[config.mk]
export PLATFORM = sky130hd
export DESIGN_NAME = sdp_port
export DESIGN_NICKNAME = d
export VERILOG_FILES = /design/src/pkg/sdp_pkg.sv /design/src/logic/sdp_port.sv
export SDC_FILE = /design/constraint.sdc
export NUM_CORES = 1
export LEC_CHECK = 0
export BUFFER_PORTS_ARGS = -buffer_cell sky130_fd_sc_hd__buf_2
export CORE_AREA = 2 2 190 229
export DETAILED_ROUTE_END_ITERATION = 10
export DIE_AREA = 0 0 192 231
export PLACE_DENSITY = 0.74
export SLEW_MARGIN = 20
export SYNTH_ARGS = -nofsm -noshare
export SYNTH_HDL_FRONTEND = slang
export SYNTH_SLANG_ARGS = --single-unit
[constraint.sdc]
create_clock -name sys_clk -period 31.6 [get_ports sys_clk]
set_input_delay 0 -clock sys_clk [delete_from_list [all_inputs] [get_ports sys_clk]]
set_output_delay 0 -clock sys_clk [all_outputs]
set_load 0.02 [all_outputs]
[src/pkg/sdp_pkg.sv]
// package: constants and types of the single-wire debug port
package sdp_pkg;
  // ----------------------------------------------------------------
  // clock and timing
  // ----------------------------------------------------------------
  localparam int SYS_CLK_HZ = 20_000_000;
  localparam int DEF_BIT_NS = 8000;
  localparam int DEF_BIT_CYC = (DEF_BIT_NS * (SYS_CLK_HZ / 1_000_000)) / 1000;
  localparam int CNT_W = 16;
  localparam logic [CNT_W-1:0] RST_BIT_CYC = CNT_W'(DEF_BIT_CYC);
  localparam int LOW_W = 20;
  localparam int FRAME_BITS = 12;
  localparam int BREAK_BITS = 12;
  localparam int SYNC_FALLS = 4;
  // ----------------------------------------------------------------
  // pin, fuse and clock select encodings
  // ----------------------------------------------------------------
  localparam logic [1:0] CLKSEL_DEFAULT = 2'h3;
  localparam logic [1:0] FUSE_DEBUG = 2'h1;
  localparam int ADDR_W = 16;
  localparam logic [7:0] ACK_CHAR = 8'h40;
  // ----------------------------------------------------------------
  // instruction set
  // ----------------------------------------------------------------
  localparam logic [2:0] OP_LD = 3'h0;
  localparam logic [2:0] OP_ST = 3'h1;
  localparam logic [2:0] OP_LDCS = 3'h2;
  localparam logic [2:0] OP_STCS = 3'h3;
  localparam logic [3:0] CS_CTRL = 4'h0;
  localparam logic [3:0] CS_FLOW = 4'h1;
  localparam logic [3:0] CS_OCD = 4'h2;
  localparam logic [3:0] CS_NVM = 4'h3;
  localparam logic [3:0] CS_SYS = 4'h4;
  localparam logic [3:0] CS_PCL = 4'h5;
  localparam logic [3:0] CS_PCH = 4'h6;
  localparam logic [3:0] CS_SPL = 4'h7;
  localparam logic [3:0] CS_SPH = 4'h8;
  localparam logic [3:0] CS_SREG = 4'h9;
  localparam logic [3:0] CS_ERR = 4'ha;
  localparam logic [3:0] CS_EVL = 4'hb;
  localparam logic [3:0] CS_EVH = 4'hc;
  localparam logic [2:0] ERR_PARITY = 3'h1;
  localparam logic [2:0] ERR_FRAME = 3'h2;
  localparam logic [2:0] ERR_BUS = 3'h3;
  localparam logic [2:0] ERR_OPCODE = 3'h4;
  localparam int FIFO_W = 8;
  localparam int FIFO_DEPTH = 32;
  // ----------------------------------------------------------------
  // state types
  // ----------------------------------------------------------------
  typedef enum logic [1:0] {R_IDLE, R_SYNC, R_BITS} sdp_rx_t;
  typedef enum logic [2:0] {D_SYNC, D_INSTR, D_ARG, D_BUS, D_REPLY,
                            D_ERR} sdp_dec_t;
  typedef enum logic [1:0] {A_IDLE, A_BUS, A_DONE} sdp_acc_t;
endpackage

[src/logic/sdp_port.sv]
// single-wire debug port: physical layer, access layer and reply fifo
`timescale 1ns/1ps

// ------------------------------------------------------------------
// reply fifo
// ------------------------------------------------------------------
module sdp_fifo #(
  parameter int WIDTH = 8,
  parameter int DEPTH = 32
) (
  input wire logic clk,
  input wire logic rst,
  input wire logic inValid,
  output logic inReady,
  input wire logic [WIDTH-1:0] inData,
  output logic outValid,
  input wire logic outReady,
  output logic [WIDTH-1:0] outData
);
  localparam int AW = $clog2(DEPTH);
  typedef struct packed {
    logic [DEPTH-1:0][WIDTH-1:0] mem;
    logic [AW-1:0] wp;
    logic [AW-1:0] rp;
    logic [AW:0] cnt;
  } sdp_fifo_t;
  sdp_fifo_t q, d;
  logic push, pop;

  if (DEPTH < 2 || (DEPTH & (DEPTH - 1)) != 0 || WIDTH < 1) begin
    $error("fifo depth must be a power of two");
  end

  assign inReady = q.cnt != (AW + 1)'(DEPTH);
  assign outValid = q.cnt != '0;
  assign outData = q.mem[q.rp];
  assign push = inValid && inReady;
  assign pop = outValid && outReady;

  always_comb begin
    d = q;
    if (push) begin
      d.mem[q.wp] = inData;
      d.wp = q.wp + 1'b1;
    end
    if (pop) begin
      d.rp = q.rp + 1'b1;
    end
    d.cnt = q.cnt + (AW + 1)'(push) - (AW + 1)'(pop);
  end

  always_ff @(posedge clk or posedge rst) begin
    if (rst) begin
      q <= '0;
    end else begin
      q <= d;
    end
  end
endmodule

// Operation
// - all traffic is half-duplex uart frames on the one reset pin
// - physical and access layers meet only through a sync handshake
// - newly enabled port starts its physical clock at the 4 MHz default
// - while enabled, physical clock changes only on a write of the clock select field
// - pin becomes debug port on high-voltage pulse or debug fuse setting
// - active port drives pull-up, input and output enables of the pin
// - physical layer keeps running and takes traffic in every sleep mode
// - bus reads and writes are refused while the cpu clock is stopped
// - port can be enabled at any time whatever the sleep state
// - status interface reads debug, nvm and system status without the bus
// - access layer is a system bus master for memory-mapped access
// - accesses reach the whole data space, nvm regions via controller
// - debugger can run, halt, reset and single-step the cpu
// - pc, stack pointer and status register readable at run time
// - crc and sleep status observable without touching system registers
// - communication errors are detected and kept as a readable signature
// - event inputs are counted so oscillator frequencies can be measured
// - only the reset pin is used, no general-purpose pin
// - frame: start, eight data, even parity, two stops; bad bits flagged
// - sync character 0x55 before each instruction sets the bit rate
// - twelve low bit times return receiver and decoder to waiting for sync and drop any access request
// - acknowledge is sent once a store has gained the bus
module sdp_port #(
  parameter int FIFO_DEPTH = sdp_pkg::FIFO_DEPTH
) (
  input wire logic sys_clk,
  input wire logic rst,
  input wire logic padIn,
  output logic padOut,
  output logic padOe,
  output logic padPullUpEn,
  output logic padInputEn,
  output logic resetFuncEn,
  input wire logic hvPulse,
  input wire logic [1:0] resetPinFuse,
  output logic portActive,
  output logic [1:0] physClkSel,
  input wire logic cpuClkOff,
  output logic busReq,
  output logic busWe,
  output logic [sdp_pkg::ADDR_W-1:0] busAddr,
  output logic [7:0] busWdata,
  input wire logic busGrant,
  input wire logic [7:0] busRdata,
  output logic [3:0] cpuCtl,
  input wire logic [7:0] ocdStatus,
  input wire logic [7:0] nvmStatus,
  input wire logic crcStatus,
  input wire logic sleepStatus,
  input wire logic [15:0] cpuPc,
  input wire logic [15:0] cpuSp,
  input wire logic [7:0] cpuSreg,
  output logic [2:0] errSig,
  input wire logic evIn
);
  import sdp_pkg::*;

  typedef struct packed {
    logic active;
    logic hvSeen;
    logic [1:0] clkSel;
    logic prevIn;
    sdp_rx_t rx;
    logic [CNT_W-1:0] cnt;
    logic [2:0] edges;
    logic [CNT_W-1:0] bitLen;
    logic [CNT_W-1:0] tmr;
    logic [3:0] bitIdx;
    logic [11:0] rxSh;
    logic [LOW_W-1:0] lowCnt;
    sdp_dec_t dec;
    logic [2:0] op;
    logic [3:0] fld;
    logic [1:0] argCnt;
    logic [ADDR_W-1:0] addr;
    logic [7:0] wdata;
    logic [7:0] reply;
    logic [2:0] errSig;
    logic accReq;
    sdp_acc_t acc;
    logic busReq;
    logic [7:0] rdata;
    logic accErr;
    logic txBusy;
    logic [11:0] txSh;
    logic [CNT_W-1:0] txTmr;
    logic [3:0] txIdx;
    logic [3:0] cpuCtl;
    logic evPrev;
    logic [15:0] evCnt;
  } sdp_state_t;

  sdp_state_t q, d;
  logic fall, syncDone, rxByte, rxErr, brk, csWrite, accDone;
  logic [11:0] fr;
  logic [7:0] rxData, csRd;
  logic [LOW_W-1:0] brkLen;
  logic fifoInReady, fifoOutValid, fifoOutReady;
  logic [7:0] fifoOutData;

  // ----------------------------------------------------------------
  // reply path: decoder stalls in D_REPLY while the fifo is full
  // ----------------------------------------------------------------
  sdp_fifo #(.WIDTH(FIFO_W), .DEPTH(FIFO_DEPTH)) replyFifo (
    .clk(sys_clk),
    .rst(rst),
    .inValid(q.dec == D_REPLY),
    .inReady(fifoInReady),
    .inData(q.reply),
    .outValid(fifoOutValid),
    .outReady(fifoOutReady),
    .outData(fifoOutData)
  );

  // half duplex: no transmit start while a frame is being received
  assign fifoOutReady = !q.txBusy && q.rx == R_IDLE && q.active;
  assign fr = {padIn, q.rxSh[11:1]};
  assign rxData = fr[8:1];
  assign brkLen = LOW_W'(q.bitLen) * LOW_W'(BREAK_BITS);
  assign accDone = q.acc == A_DONE;

  // ----------------------------------------------------------------
  // status interface, read without the system bus
  // ----------------------------------------------------------------
  always_comb begin
    if (rxData[3:0] == CS_CTRL) begin
      csRd = {6'h0, q.clkSel};
    end else if (rxData[3:0] == CS_OCD) begin
      csRd = ocdStatus;
    end else if (rxData[3:0] == CS_NVM) begin
      csRd = nvmStatus;
    end else if (rxData[3:0] == CS_SYS) begin
      csRd = {6'h0, crcStatus, sleepStatus};
    end else if (rxData[3:0] == CS_PCL) begin
      csRd = cpuPc[7:0];
    end else if (rxData[3:0] == CS_PCH) begin
      csRd = cpuPc[15:8];
    end else if (rxData[3:0] == CS_SPL) begin
      csRd = cpuSp[7:0];
    end else if (rxData[3:0] == CS_SPH) begin
      csRd = cpuSp[15:8];
    end else if (rxData[3:0] == CS_SREG) begin
      csRd = cpuSreg;
    end else if (rxData[3:0] == CS_ERR) begin
      csRd = {5'h0, q.errSig};
    end else if (rxData[3:0] == CS_EVL) begin
      csRd = q.evCnt[7:0];
    end else if (rxData[3:0] == CS_EVH) begin
      csRd = q.evCnt[15:8];
    end else begin
      csRd = 8'h00;
    end
  end

  // ----------------------------------------------------------------
  // next state
  // ----------------------------------------------------------------
  always_comb begin
    d = q;
    d.cpuCtl = 4'h0;
    syncDone = 1'b0;
    rxByte = 1'b0;
    rxErr = 1'b0;
    csWrite = 1'b0;
    fall = q.prevIn && !padIn;
    d.prevIn = padIn;
    // enable is not gated by any sleep signal
    d.hvSeen = q.hvSeen || hvPulse;
    d.active = d.hvSeen || resetPinFuse == FUSE_DEBUG;
    if (d.active && !q.active) begin
      d.clkSel = CLKSEL_DEFAULT;
    end
    // break detection counts low cycles while not driving
    if (!q.active || padIn || q.txBusy) begin
      d.lowCnt = '0;
    end else if (q.lowCnt != '1) begin
      d.lowCnt = q.lowCnt + 1'b1;
    end
    brk = q.active && !q.txBusy && !padIn && q.lowCnt == brkLen - 1'b1;
    // receiver, never stopped by sleep
    case (q.rx)
      R_IDLE: begin
        if (q.active && !q.txBusy && fall) begin
          if (q.dec == D_SYNC) begin
            d.rx = R_SYNC;
            d.cnt = CNT_W'(1);
            d.edges = 3'h0;
          end else begin
            d.rx = R_BITS;
            d.tmr = q.bitLen >> 1;
            d.bitIdx = 4'h0;
          end
        end
      end
      R_SYNC: begin
        // 0x55 gives five falling edges spanning eight bit times
        d.cnt = q.cnt + 1'b1;
        if (fall) begin
          d.edges = q.edges + 1'b1;
          if (q.edges == 3'(SYNC_FALLS - 1)) begin
            d.bitLen = q.cnt >> 3;
            d.rx = R_IDLE;
            syncDone = 1'b1;
          end
        end
      end
      default: begin
        if (q.tmr == '0) begin
          d.rxSh = fr;
          d.tmr = q.bitLen - 1'b1;
          d.bitIdx = q.bitIdx + 1'b1;
          if (q.bitIdx == 4'(FRAME_BITS - 1)) begin
            d.rx = R_IDLE;
            rxErr = fr[0] || (^fr[9:1]) || !(&fr[11:10]);
            rxByte = !rxErr;
            d.errSig = (^fr[9:1]) ? ERR_PARITY : ERR_FRAME;
            if (!rxErr) begin
              d.errSig = q.errSig;
            end
          end
        end else begin
          d.tmr = q.tmr - 1'b1;
        end
      end
    endcase
    // instruction decoder on the physical side
    case (q.dec)
      D_SYNC: begin
        if (syncDone) begin
          d.dec = D_INSTR;
        end
      end
      D_INSTR: begin
        if (rxByte) begin
          d.op = rxData[7:5];
          d.fld = rxData[3:0];
          d.argCnt = 2'h0;
          if (rxData[7:5] == OP_LDCS) begin
            d.reply = csRd;
            d.dec = D_REPLY;
          end else if (rxData[7:5] == OP_LD || rxData[7:5] == OP_ST ||
                       rxData[7:5] == OP_STCS) begin
            d.dec = D_ARG;
          end else begin
            d.errSig = ERR_OPCODE;
            d.dec = D_ERR;
          end
        end
      end
      D_ARG: begin
        if (rxByte) begin
          d.argCnt = q.argCnt + 1'b1;
          if (q.op == OP_STCS) begin
            csWrite = 1'b1;
            d.dec = D_SYNC;
          end else begin
            if (q.argCnt == 2'h0) begin
              d.addr[15:8] = rxData;
            end else if (q.argCnt == 2'h1) begin
              d.addr[7:0] = rxData;
            end else begin
              d.wdata = rxData;
            end
            if (q.argCnt == 2'h2 || (q.op == OP_LD && q.argCnt == 2'h1)) begin
              d.accReq = 1'b1;
              d.dec = D_BUS;
            end
          end
        end
      end
      D_BUS: begin
        if (accDone) begin
          d.accReq = 1'b0;
          if (q.accErr) begin
            d.errSig = ERR_BUS;
            d.dec = D_ERR;
          end else begin
            d.reply = (q.op == OP_LD) ? q.rdata : ACK_CHAR;
            d.dec = D_REPLY;
          end
        end
      end
      D_REPLY: begin
        if (fifoInReady) begin
          d.dec = D_SYNC;
        end
      end
      default: begin
      end
    endcase
    if (csWrite && q.fld == CS_CTRL) begin
      d.clkSel = rxData[1:0];
    end
    if (csWrite && q.fld == CS_FLOW) begin
      d.cpuCtl = rxData[3:0];
    end
    if (rxErr) begin
      d.dec = D_ERR;
      d.accReq = 1'b0;
    end
    if (brk) begin
      d.rx = R_IDLE;
      d.dec = D_SYNC;
      d.accReq = 1'b0;
    end
    // access layer: bus master, one request at a time
    case (q.acc)
      A_IDLE: begin
        if (q.accReq) begin
          if (cpuClkOff) begin
            d.accErr = 1'b1;
            d.acc = A_DONE;
          end else begin
            d.accErr = 1'b0;
            d.busReq = 1'b1;
            d.acc = A_BUS;
          end
        end
      end
      A_BUS: begin
        if (busGrant) begin
          d.busReq = 1'b0;
          d.rdata = busRdata;
          d.acc = A_DONE;
        end
      end
      default: begin
        if (!q.accReq) begin
          d.acc = A_IDLE;
        end
      end
    endcase
    // transmitter: start, data lsb first, even parity, two stops
    if (!q.txBusy) begin
      if (fifoOutValid && fifoOutReady) begin
        d.txBusy = 1'b1;
        d.txSh = {2'b11, ^fifoOutData, fifoOutData, 1'b0};
        d.txTmr = q.bitLen - 1'b1;
        d.txIdx = 4'h0;
      end
    end else if (q.txTmr == '0) begin
      d.txSh = {1'b1, q.txSh[11:1]};
      d.txTmr = q.bitLen - 1'b1;
      d.txIdx = q.txIdx + 1'b1;
      if (q.txIdx == 4'(FRAME_BITS - 1)) begin
        d.txBusy = 1'b0;
      end
    end else begin
      d.txTmr = q.txTmr - 1'b1;
    end
    d.evPrev = evIn;
    if (evIn && !q.evPrev) begin
      d.evCnt = q.evCnt + 1'b1;
    end
  end

  always_ff @(posedge sys_clk or posedge rst) begin
    if (rst) begin
      q <= '0;
      q.clkSel <= CLKSEL_DEFAULT;
      q.prevIn <= 1'b1;
      q.bitLen <= RST_BIT_CYC;
      q.txSh <= 12'hfff;
    end else begin
      q <= d;
    end
  end

  // ----------------------------------------------------------------
  // outputs
  // ----------------------------------------------------------------
  assign padOut = q.txSh[0];
  assign padOe = q.txBusy;
  assign padPullUpEn = q.active;
  assign padInputEn = q.active;
  assign resetFuncEn = !q.active;
  assign portActive = q.active;
  assign physClkSel = q.clkSel;
  assign busReq = q.busReq;
  assign busWe = q.op == OP_ST;
  assign busAddr = q.addr;
  assign busWdata = q.wdata;
  assign cpuCtl = q.cpuCtl;
  assign errSig = q.errSig;
endmodule

---- Yosys cells after proc, flatten, opt, wreduce, memory -nomap -nowiden ----
Cells that the tools add are included.
storage, ports and cells
  bits in registers ....................... 477
  latch bits .............................. 0
  bits in writable memories ............... 0
  ROM bits ................................ 0
  input bits .............................. 75
  output and inout bits ................... 41
  word-level logic and storage cells ...... 332
  memories kept ........................... 0
operators by class
  $add $sub $neg .......................... 15
  multipliers ............................. 1
  div/mod/pow operators ................... 0
  magnitude comparators ................... 3
  equality and inequality tests ........... 58
  shift operators ......................... 0
  multiplexer cells ....................... 105
  bitwise logic cells ..................... 5
  reductions and logical operators ........ 77
operators with widths
  kind                                                count
  bitwise mux 256 bit                                 1
  two-way mux 8 bit                                   20
  two-way mux 20 bit                                  4
  two-way mux 33 bit                                  2
  two-way mux 16 bit                                  4
  two-way mux 3 bit                                   18
  binary-select mux 8 bit (select 5 bit)              1
  demux 8 bit (select 5 bit)                          1
  case mux 20 bit (2 select lines)                    1
  two-way mux 19 bit                                  2
  case mux 19 bit (2 select lines)                    1
  adder 16 x 1 -> 16 bit, second input constant       2
  logical NOT 16 bit                                  2
  subtractor 16 x 1 -> 16 bit, second input constant  2
  == test 4 bit, second input constant                7
  inequality test 4 bit, second input constant        7
  two-way mux 13 bit                                  2
  two-way mux 26 bit                                  1
  AND reduction 5 bit                                 5
  two-way mux 12 bit                                  2
  two-way mux 24 bit                                  1
  two-way mux 11 bit                                  2
  two-way mux 2 bit                                   11
  case mux 11 bit (2 select lines)                    1
  53 further kinds                                    164

---- Longest topological paths before layout ----
Gate-level depths: netlist of run 1.
  depth in word-level cells ............... 16
  mapped depth ............................ 17
  mapped depth without buffers ............ 16

---- Hierarchy ----
A second synthesis of run 1 with hierarchy kept.
unflattened totals
  cells, all modules ...................... 2291
  area total of the unflattened synthesis .. 25504.5 µm²
modules (own cells, without submodules)
  module    instances  cells each  area an instance (µm²)  seq. area each (µm²)
  sdp_fifo  1          847         12756.0                 6806.5
  sdp_port  1          1444        12748.5                 5126.2

---- Least setup slack after synthesis of run 1 ----
OpenSTA, ideal clock, no wires.
  kind .................................... register to register
  start point ............................. register q[171] (netlist bit)
  end point ............................... register q[112] (netlist bit)
  library setup time ...................... 0.133 ns
  arrival time ............................ 3.280 ns
  data required time ...................... 31.467 ns
  slack ................................... 28.187 ns
  stages on the path, launching flop included .. 13
  buffers on the path ..................... 1
  clock period less this slack ............ 3.413 ns
  cell sequence ........................... dfstp_2 -> inv_1 -> ha_1 -> buf_2 -> a21oi_1 -> nand2_1 -> or4_1 -> a32oi_4 -> nand4_4 -> o21a_1 -> or4_1 -> a41oi_1 -> o21ai_1
between the ends
  longest elaborated chain between the ends .. 6
  elaborated cells between the ends (all ways) .. 13
  classes of those cells .................. add/sub (1); mul (1); eq/ne (7); mux (1); reduce/logical (3)
RTL lines
  item                                                           line             text
  start, declared                                                sdp_port.sv:154  sdp_state_t q, d;
  multiplier 13 x 2 -> 15 bit *                                  sdp_port.sv:180  assign brkLen = LOW_W'(q.bitLen) * LOW_W'(BREAK_BITS);
  subtractor 17 x 1 -> 18 bit *                                  sdp_port.sv:240  brk = q.active && !q.txBusy && !padIn && q.lowCnt == brkLen - 1'b1;
  == test 20 bit *                                               sdp_port.sv:240
  logical AND 1 bit *                                            sdp_port.sv:240
  inequality test 5 bit (no line), or another cell as far along  -
  AND reduction 7 bit (no line)                                  -
Mark *: on every way between the ends. The rest lies on a longest branch, timed or not.
A chain may end at the register's enable or synchronous reset.

---- Worst setup path in the final report of run 1 ----
  start point ............................. register q[156] (netlist bit)
  end point ............................... register q[73] (netlist bit)
between the ends
  longest elaborated chain between the ends .. 5
RTL lines
  item                             line             text
  logical NOT 16 bit               sdp_port.sv:269  if (q.tmr == '0) begin
  two-way mux 1 bit                sdp_port.sv:269
  two-way mux 1 bit                sdp_port.sv:242  case (q.rx)
  inequality test 2 bit (no line)  -
  AND reduction 5 bit (no line)    -
Every way passes these cells.

==> reports/qor.txt, run 1 <==
Syn nets: 2,310
Htree depth: 2
Design area: 0.0276 mm2
Clock skew: 0.0192 ns
Post-synthesis adder-cell area fraction: 3.26%
Distinct cells, synth: 79
Worst-Margin Slew: 1.07 ns
Complex-gate fraction of the synthesized area: 9.32%
Synth area leader: dfrtp_1
Commonest cells post-synth: dfrtp_1 (459), mux2_2 (292), nand2_1 (184)
Via/cell ratio: 6.16
Yosys Warn Count: 0
Worst setup EP type: register
Congestion Overflow GR: 0
Critical path peak fanout: 9
Clock latency at the later pin of the worst-skew pair: 0.59 ns
Synthesized area: 0.0251 mm2
FFs w/ async S/R, synth: 100%
# port buffers: 115
Worst path depth: 9
Fin crit share: 13.5%
Share of cells above drive strength 1: 27.4%
Seq cells post-synth: 476
Syn avg cell area: 11.5 um2
GP Congestion: 0.878
Area of placed instances: 0.0258 mm2
Crit path cell chain: or4_1 -> or3_4 -> nor3_4 -> and3_1 -> nand2_1 -> nor3_1 -> nand3_1 -> o211ai_1 -> dlygate4sd3_1
Slowest stage cell, crit path: nor3_1
Slew Limit Fails: 0
Largest net degree at the start of global routing: 89
Total Nets Final: 2,373
Post-CTS Setup Bufs: 0
First-pass GRT wire length: 94,800 um
Top cell type's share of synthesized area: 45.9%
Worst EP arrival: 4.80 ns
Synth Area in Simple Gates: 10.8%
Post-synthesis sequential area ratio: 47.6%
Drt drc: 0
N_diodes: 0
Setup Crit Path Kind: reg2reg
Core Footprint: 0.0424 mm2
CTS clock-pin slew for the worst setup and hold paths: 0.06 ns
Setup violators final: 0
DR WL/cell: 20.7 um
Post-DP HPWL: 39,800 um
Post-route ant nets: 0
Status: finished clean
Synth-to-layout area growth: 10.3%
Register-to-register path setup slack: 27.32 ns
Top-count cell post-synth: dfrtp_1
Clock sink total: 476
Unrepaired setup endpoints after global routing: no
Crit path buf inv count: 1
Max cap viols: 0
CP top delay family: simple AND/OR/NAND/NOR gates
Fin crit period: 4.28 ns
Vias in the first global route: 17,900
Reg2Reg Depth: 9
Fmax: 234 MHz
Clock tree buffer depth: 3
Total iterations of the first detailed-routing run: 5
Critical Path Max Stage Delay: 0.74 ns
Root Driver: clkbuf_16
Die height: 231 um
Antenna violations before repair: 0
Hold Slack: 0.0592 ns
Post-synth EDFFs: 0
Setup WS post-layout: 27.32 ns
Place WS: 27.54 ns
Final hold vios: 0
Num ports: 116
CTS tree: built
Leak: 12.9 nW
GRT Overall Usage: 27.0%
1st-iter DRT viols: 984
Pwr Total: 1.54 mW
Largest family of logic cells by synthesized area: multiplexers
CTS buffer count: 48
Synth Instances: 2,171
FF-to-FF Start: q[156]
Path type of the worst min-delay path: in2async
Maximum VDD drop: 0.0520 mV
Die area: 0.0444 mm2
Die Width: 192 um
Post-synthesis mux area share: 21.1%
Core Rows: 83
Most used DFF post-synth: dfrtp_1
Slew HR: 28.5%
Pwr dens: 55.8 mW/mm2
Vias post-DR: 17,400
Synth top area cells: dfrtp_1 (46%), mux2_2 (13%), mux4_2 (7.2%), ha_1 (3.1%), nand2_1 (2.8%)
Setup TNS: 0 ns
Post-synthesis xor/xnor area fraction: 4.12%
Req. time, crit path: 32.12 ns
Worst setup SP type: register
Total Wirelength: 58,400 um
Initial core utilization: 59.1%
Worst setup startpoint: q[156]
routing by layer:
| metal | global-route usage (%) | vias up | wire (um) |
|---|---|---|---|
| li1 | - | 7972 | - |
| met1 | 35.8 | 8860 | 24600 |
| met2 | 45.5 | 430 | 29400 |
| met3 | 3.85 | 121 | 2500 |
| met4 | 9.69 | 0 | 1840 |
| met5 | 0 | - | 0 |
stage by stage:
stage                     utilization, %  cells
final                               65.2   2820
after global routing                65.2   2820
after CTS                           65.1   2820
after detailed placement            60.8   2707
after global placement              60.8   2707
after floorplan                        -   2171
flip-flops by register name, indices dropped and copies added, names as in the netlist:
signal / cells
physClkSel: 2
busReq: 1
padOut: 1
busWdata: 8
errSig: 3
padOe: 1
q: 156
replyFifo.q: 272
cpuCtl: 4
fr: 11
busAddr: 16
padInputEn: 1
worst paths after layout:
| kind | to |
|---|---|
| worst max-delay path | q[73] |
| min in group sys_clk | q[16] |
| worst min-delay path | replyFifo.q[18] |
| worst max register to register | q[73] |
| max in group asynchronous | q[194] |
| worst min register to register | q[206] |
logic make-up after synthesis:
family / Yosys count
AND/OR/NAND/NOR: 549
flip-flops: 476
multiplexers: 391
AO/OA/AOI/OAI: 365
buffers and inverters: 216
XOR/XNOR: 110
adder cells (fa/ha/maj): 64
cells in the final DEF, fill, tap and decap left out, types with 24 or more instances in the layout:
cell / instances
dlygate4sd3_1: 29
mux4_2: 80
clkbuf_16: 48
o21ai_0: 120
ha_1: 62
nand4_1: 27
a21oi_1: 79
nor3_1: 38
mux2_2: 292
nor2_1: 124
nand3_1: 36
or3_1: 24
xor2_1: 39
nand2_1: 184
dfrtp_1: 449
inv_1: 68
buf_2: 115
and3_1: 28
xnor2_1: 66
worst min-delay path, stage by stage:
cell	delay, ns
dlygate4sd3_1	0.54
buf_2	0.16
inv_8	0.39
timing repair:
| item | CTS | global route |
|---|---|---|
| gates resized for setup | 0 | 0 |
| hold endpoints to repair | 119 | 0 |
| hold buffers | 29 | 0 |
report_power, final:
part / internal, mW / leakage, nW / switching (mW)
logic: 0.121 / 5.78 / 0.147
registers: 0.654 / 6.36 / 0.0552
clock network: 0.325 / 0.760 / 0.240
total: 1.10 / 12.9 / 0.442
cell type report:
| cell class | instances | area (um2) |
|---|---|---|
| Timing Repair Buffer | 158 | 978 |
| Sequential cell | 476 | 11900 |
| Clock inverter | 13 | 153 |
| Clock buffer | 71 | 1410 |
| Tap cell | 552 | 691 |
| Inverter | 71 | 274 |
| Fill cell | 3174 | 14700 |
| Multi-Input combinational cell | 1479 | 12200 |
Power figures use the tool's default switching activity.
==> run 2, diff against run 1 <==
- ABC_AREA: unset -> 1
- CORE_AREA: 2 2 190 229 -> 2 2 197 238
- DIE_AREA: 0 0 192 231 -> 0 0 199 240
- PLACE_DENSITY: 0.74 -> 0.72
- clock period: 31.6 -> 3.8 ns (I/O delays scaled with it)
==> run 2 against run 1 <==
  * First-iteration DRC count increased by 69%
  * Non-clock buffer count increased by 29
  * Flip-flop and latch count unchanged
  * Sequential share of layout area decreased by 0.84 points
  * Via count increased by 26%
  * Global-route usage increased by 1.6 points
  * Worst setup slack got worse by 27 ns
  * Routed wire length increased by 14%
  * Sequential power increased to 7.3 times the previous value
  * Final cell count increased by 37%
  * Combinational power increased by 3%
  * Critical path type unchanged
  * Critical endpoint is now q[77]
==> reports/qor.txt, run 2 <==
Status: finished clean
DR WL/cell: 17.3 um
Synth Instances: 3,131
Setup Crit Path Kind: reg2reg
Most used DFF post-synth: dfrtp_1
Final hold vios: 0
Post-route ant nets: 0
Req. time, crit path: 4.30 ns
Synthesized area: 0.0253 mm2
CTS clock-pin slew for the worst setup and hold paths: 0.06 ns
Area of placed instances: 0.0261 mm2
Clock skew: 0.0211 ns
Complex-gate fraction of the synthesized area: 17.1%
FFs w/ async S/R, synth: 100%
Num ports: 116
Register with the most flip-flops: replyFifo.q
1st-iter DRT viols: 1,666
Drt drc: 0
Leak: 13.3 nW
Path type of the worst min-delay path: in2reg
Yosys Warn Count: 0
Critical path peak fanout: 20
Commonest cells post-synth: nand2_1 (706), o21ai_0 (514), dfrtp_1 (459)
Clock tree buffer depth: 3
Vias post-DR: 21,900
Maximum VDD drop: 0.376 mV
Post-synthesis xor/xnor area fraction: 2.76%
Max FFs per register: 272
First-pass GRT wire length: 110,000 um
Distinct cells, synth: 64
Setup violators final: 0
Post-synth EDFFs: 0
Synth Area in Simple Gates: 22.4%
Synth area leader: dfrtp_1
GRT Overall Usage: 28.6%
Pwr dens: 365 mW/mm2
Root Driver: clkbuf_16
Worst-Margin Slew: 1.13 ns
Clock latency at the later pin of the worst-skew pair: 0.60 ns
Worst setup SP type: register
Final Core Density: 61.8%
Post-synthesis adder-cell area fraction: 3.23%
Die Width: 199 um
Clock sink total: 476
Share of cells above drive strength 1: 10.8%
Post-synthesis mux area share: 0.0445%
Fin crit period: 3.57 ns
Most frequent cells in the layout: nand2_1 (706), o21ai_0 (514), dfrtp_1 (458)
Max cap viols: 0
Fillers: 3,927
Total iterations of the first detailed-routing run: 5
Post-DP HPWL: 45,400 um
CTS buffer count: 49
Die area: 0.0478 mm2
Seq cells post-synth: 476
Total Nets Final: 3,335
Antenna violations before repair: 0
Slew HR: 24.1%
Post-synthesis sequential area ratio: 47.2%
Htree depth: 2
Unrepaired setup endpoints after global routing: no
Design area: 0.0281 mm2
Top cell type's share of synthesized area: 45.4%
Synth-to-layout area growth: 11.3%
Largest net degree at the start of global routing: 119
Largest family of logic cells by synthesized area: simple AND/OR/NAND/NOR gates
Fin crit share: 94.0%
Most common cell after layout, fill and taps aside: nand2_1
Top-count cell post-synth: nand2_1
Worst setup EP type: register
Synth top area cells: dfrtp_1 (45%), nand2_1 (10%), o21ai_0 (10%), nor2_1 (4.2%), inv_1 (3.6%)
Vias in the first global route: 21,800
Die height: 240 um
# port buffers: 115
Congestion Overflow GR: 0
CTS tree: built
Syn avg cell area: 8.08 um2
GP Congestion: 0.922
Total Wirelength: 66,800 um
Worst EP arrival: 4.08 ns
Post-CTS Setup Bufs: 0
Core Footprint: 0.0455 mm2
Syn nets: 3,270
Slew Limit Fails: 0
Initial core utilization: 55.5%
N_diodes: 0
Fmax: 280 MHz
Via/cell ratio: 5.69
Core Rows: 86
run 2: what timing repair did:
item / in CTS / in global routing
endpoints found under the setup margin: 0 / 3
endpoints found under the hold margin: 73 / 0
hold buffers: 41 / 0
gates resized for setup: 0 / 4
run 2: layer usage:
layer	global-route usage [%]	vias to the layer above	share of wire, %
li1	-	10500	-
met1	35.9	10500	42
met2	49.3	687	49
met3	3.62	162	5.0
met4	13.2	0	4.2
met5	0	-	0
run 2: final cells by class:
| type | count | area [um2] | share of cell area (%) |
|---|---|---|---|
| Clock inverter | 20 | 183 | 0.649 |
| Timing Repair Buffer | 187 | 1300 | 4.61 |
| Tap cell | 616 | 771 | 2.74 |
| Clock buffer | 70 | 1420 | 5.03 |
| Inverter | 271 | 1030 | 3.65 |
| Multi-Input combinational cell | 2211 | 11500 | 40.9 |
| Sequential cell | 476 | 11900 | 42.4 |
run 2: path summary, 6_finish.rpt:
kind                            startpoint          endpoint  slack, ns  cells past startpoint
max reg2reg                         q[150]             q[77]       0.23                     18
min                        resetPinFuse[0]     physClkSel[0]       0.03                      7
min in group asynchronous              rst  replyFifo.q[265]       0.10                      3
min reg2reg                          q[52]             q[52]       0.46                      2
max in group asynchronous              rst            q[189]       2.53                      5
max                                 q[150]             q[77]       0.23                     18
run 2: critical path, stage by stage, from the launching register on:
cell and delay, ns:
dfrtp_1 0.37, inv_1 0.12, ha_1 0.23, nand3_2 0.16, nor2_4 0.21, nand2_2 0.10
nor2_2 0.11, buf_6 0.20, inv_2 0.16, nor2_2 0.13, inv_2 0.07, nor2_4 0.15
inv_2 0.10, nor2_8 0.13, inv_2 0.13, a21oi_4 0.22, o211ai_1 0.15, dlygate4sd3_1 0.61
a22oi_1 0.14
run 2: report_power, final:
| part | switching, mW | leakage, nW | internal, mW |
|---|---|---|---|
| combinational | 0.181 | 6.17 | 0.0958 |
| sequential | 0.0494 | 6.28 | 5.12 |
| clock | 2.04 | 0.805 | 2.79 |
run 2: kinds of logic (layout without fill, tap and decap cells):
| family | after synthesis | count (layout) |
|---|---|---|
| simple gates | 1303 | 1303 |
| buf+inv | 444 | 548 |
| mux | 1 | 1 |
| fa+ha+maj | 64 | 64 |
| compound gates | 765 | 765 |
| xor+xnor | 78 | 78 |
| flops | 476 | 476 |
run 2: per-stage QoR:
stage | hold slack, ns | cells | setup slack (ns) | total power, mW | setup TNS [ns]
final | 0.0263 | 3851 | 0.227 | 10.3 | 0
after global routing | 0.0686 | 3851 | 0.00895 | 10.6 | 0
after detailed placement | 0.131 | 3720 | 0.614 | 5.52 | 0
after floorplan | 0.00448 | 3131 | -2.63 | 5.41 | -1223.78
after global placement | 0.124 | 3720 | 0.723 | 5.51 | 0
after CTS | 0.00300 | 3851 | 0.238 | 10.4 | 0
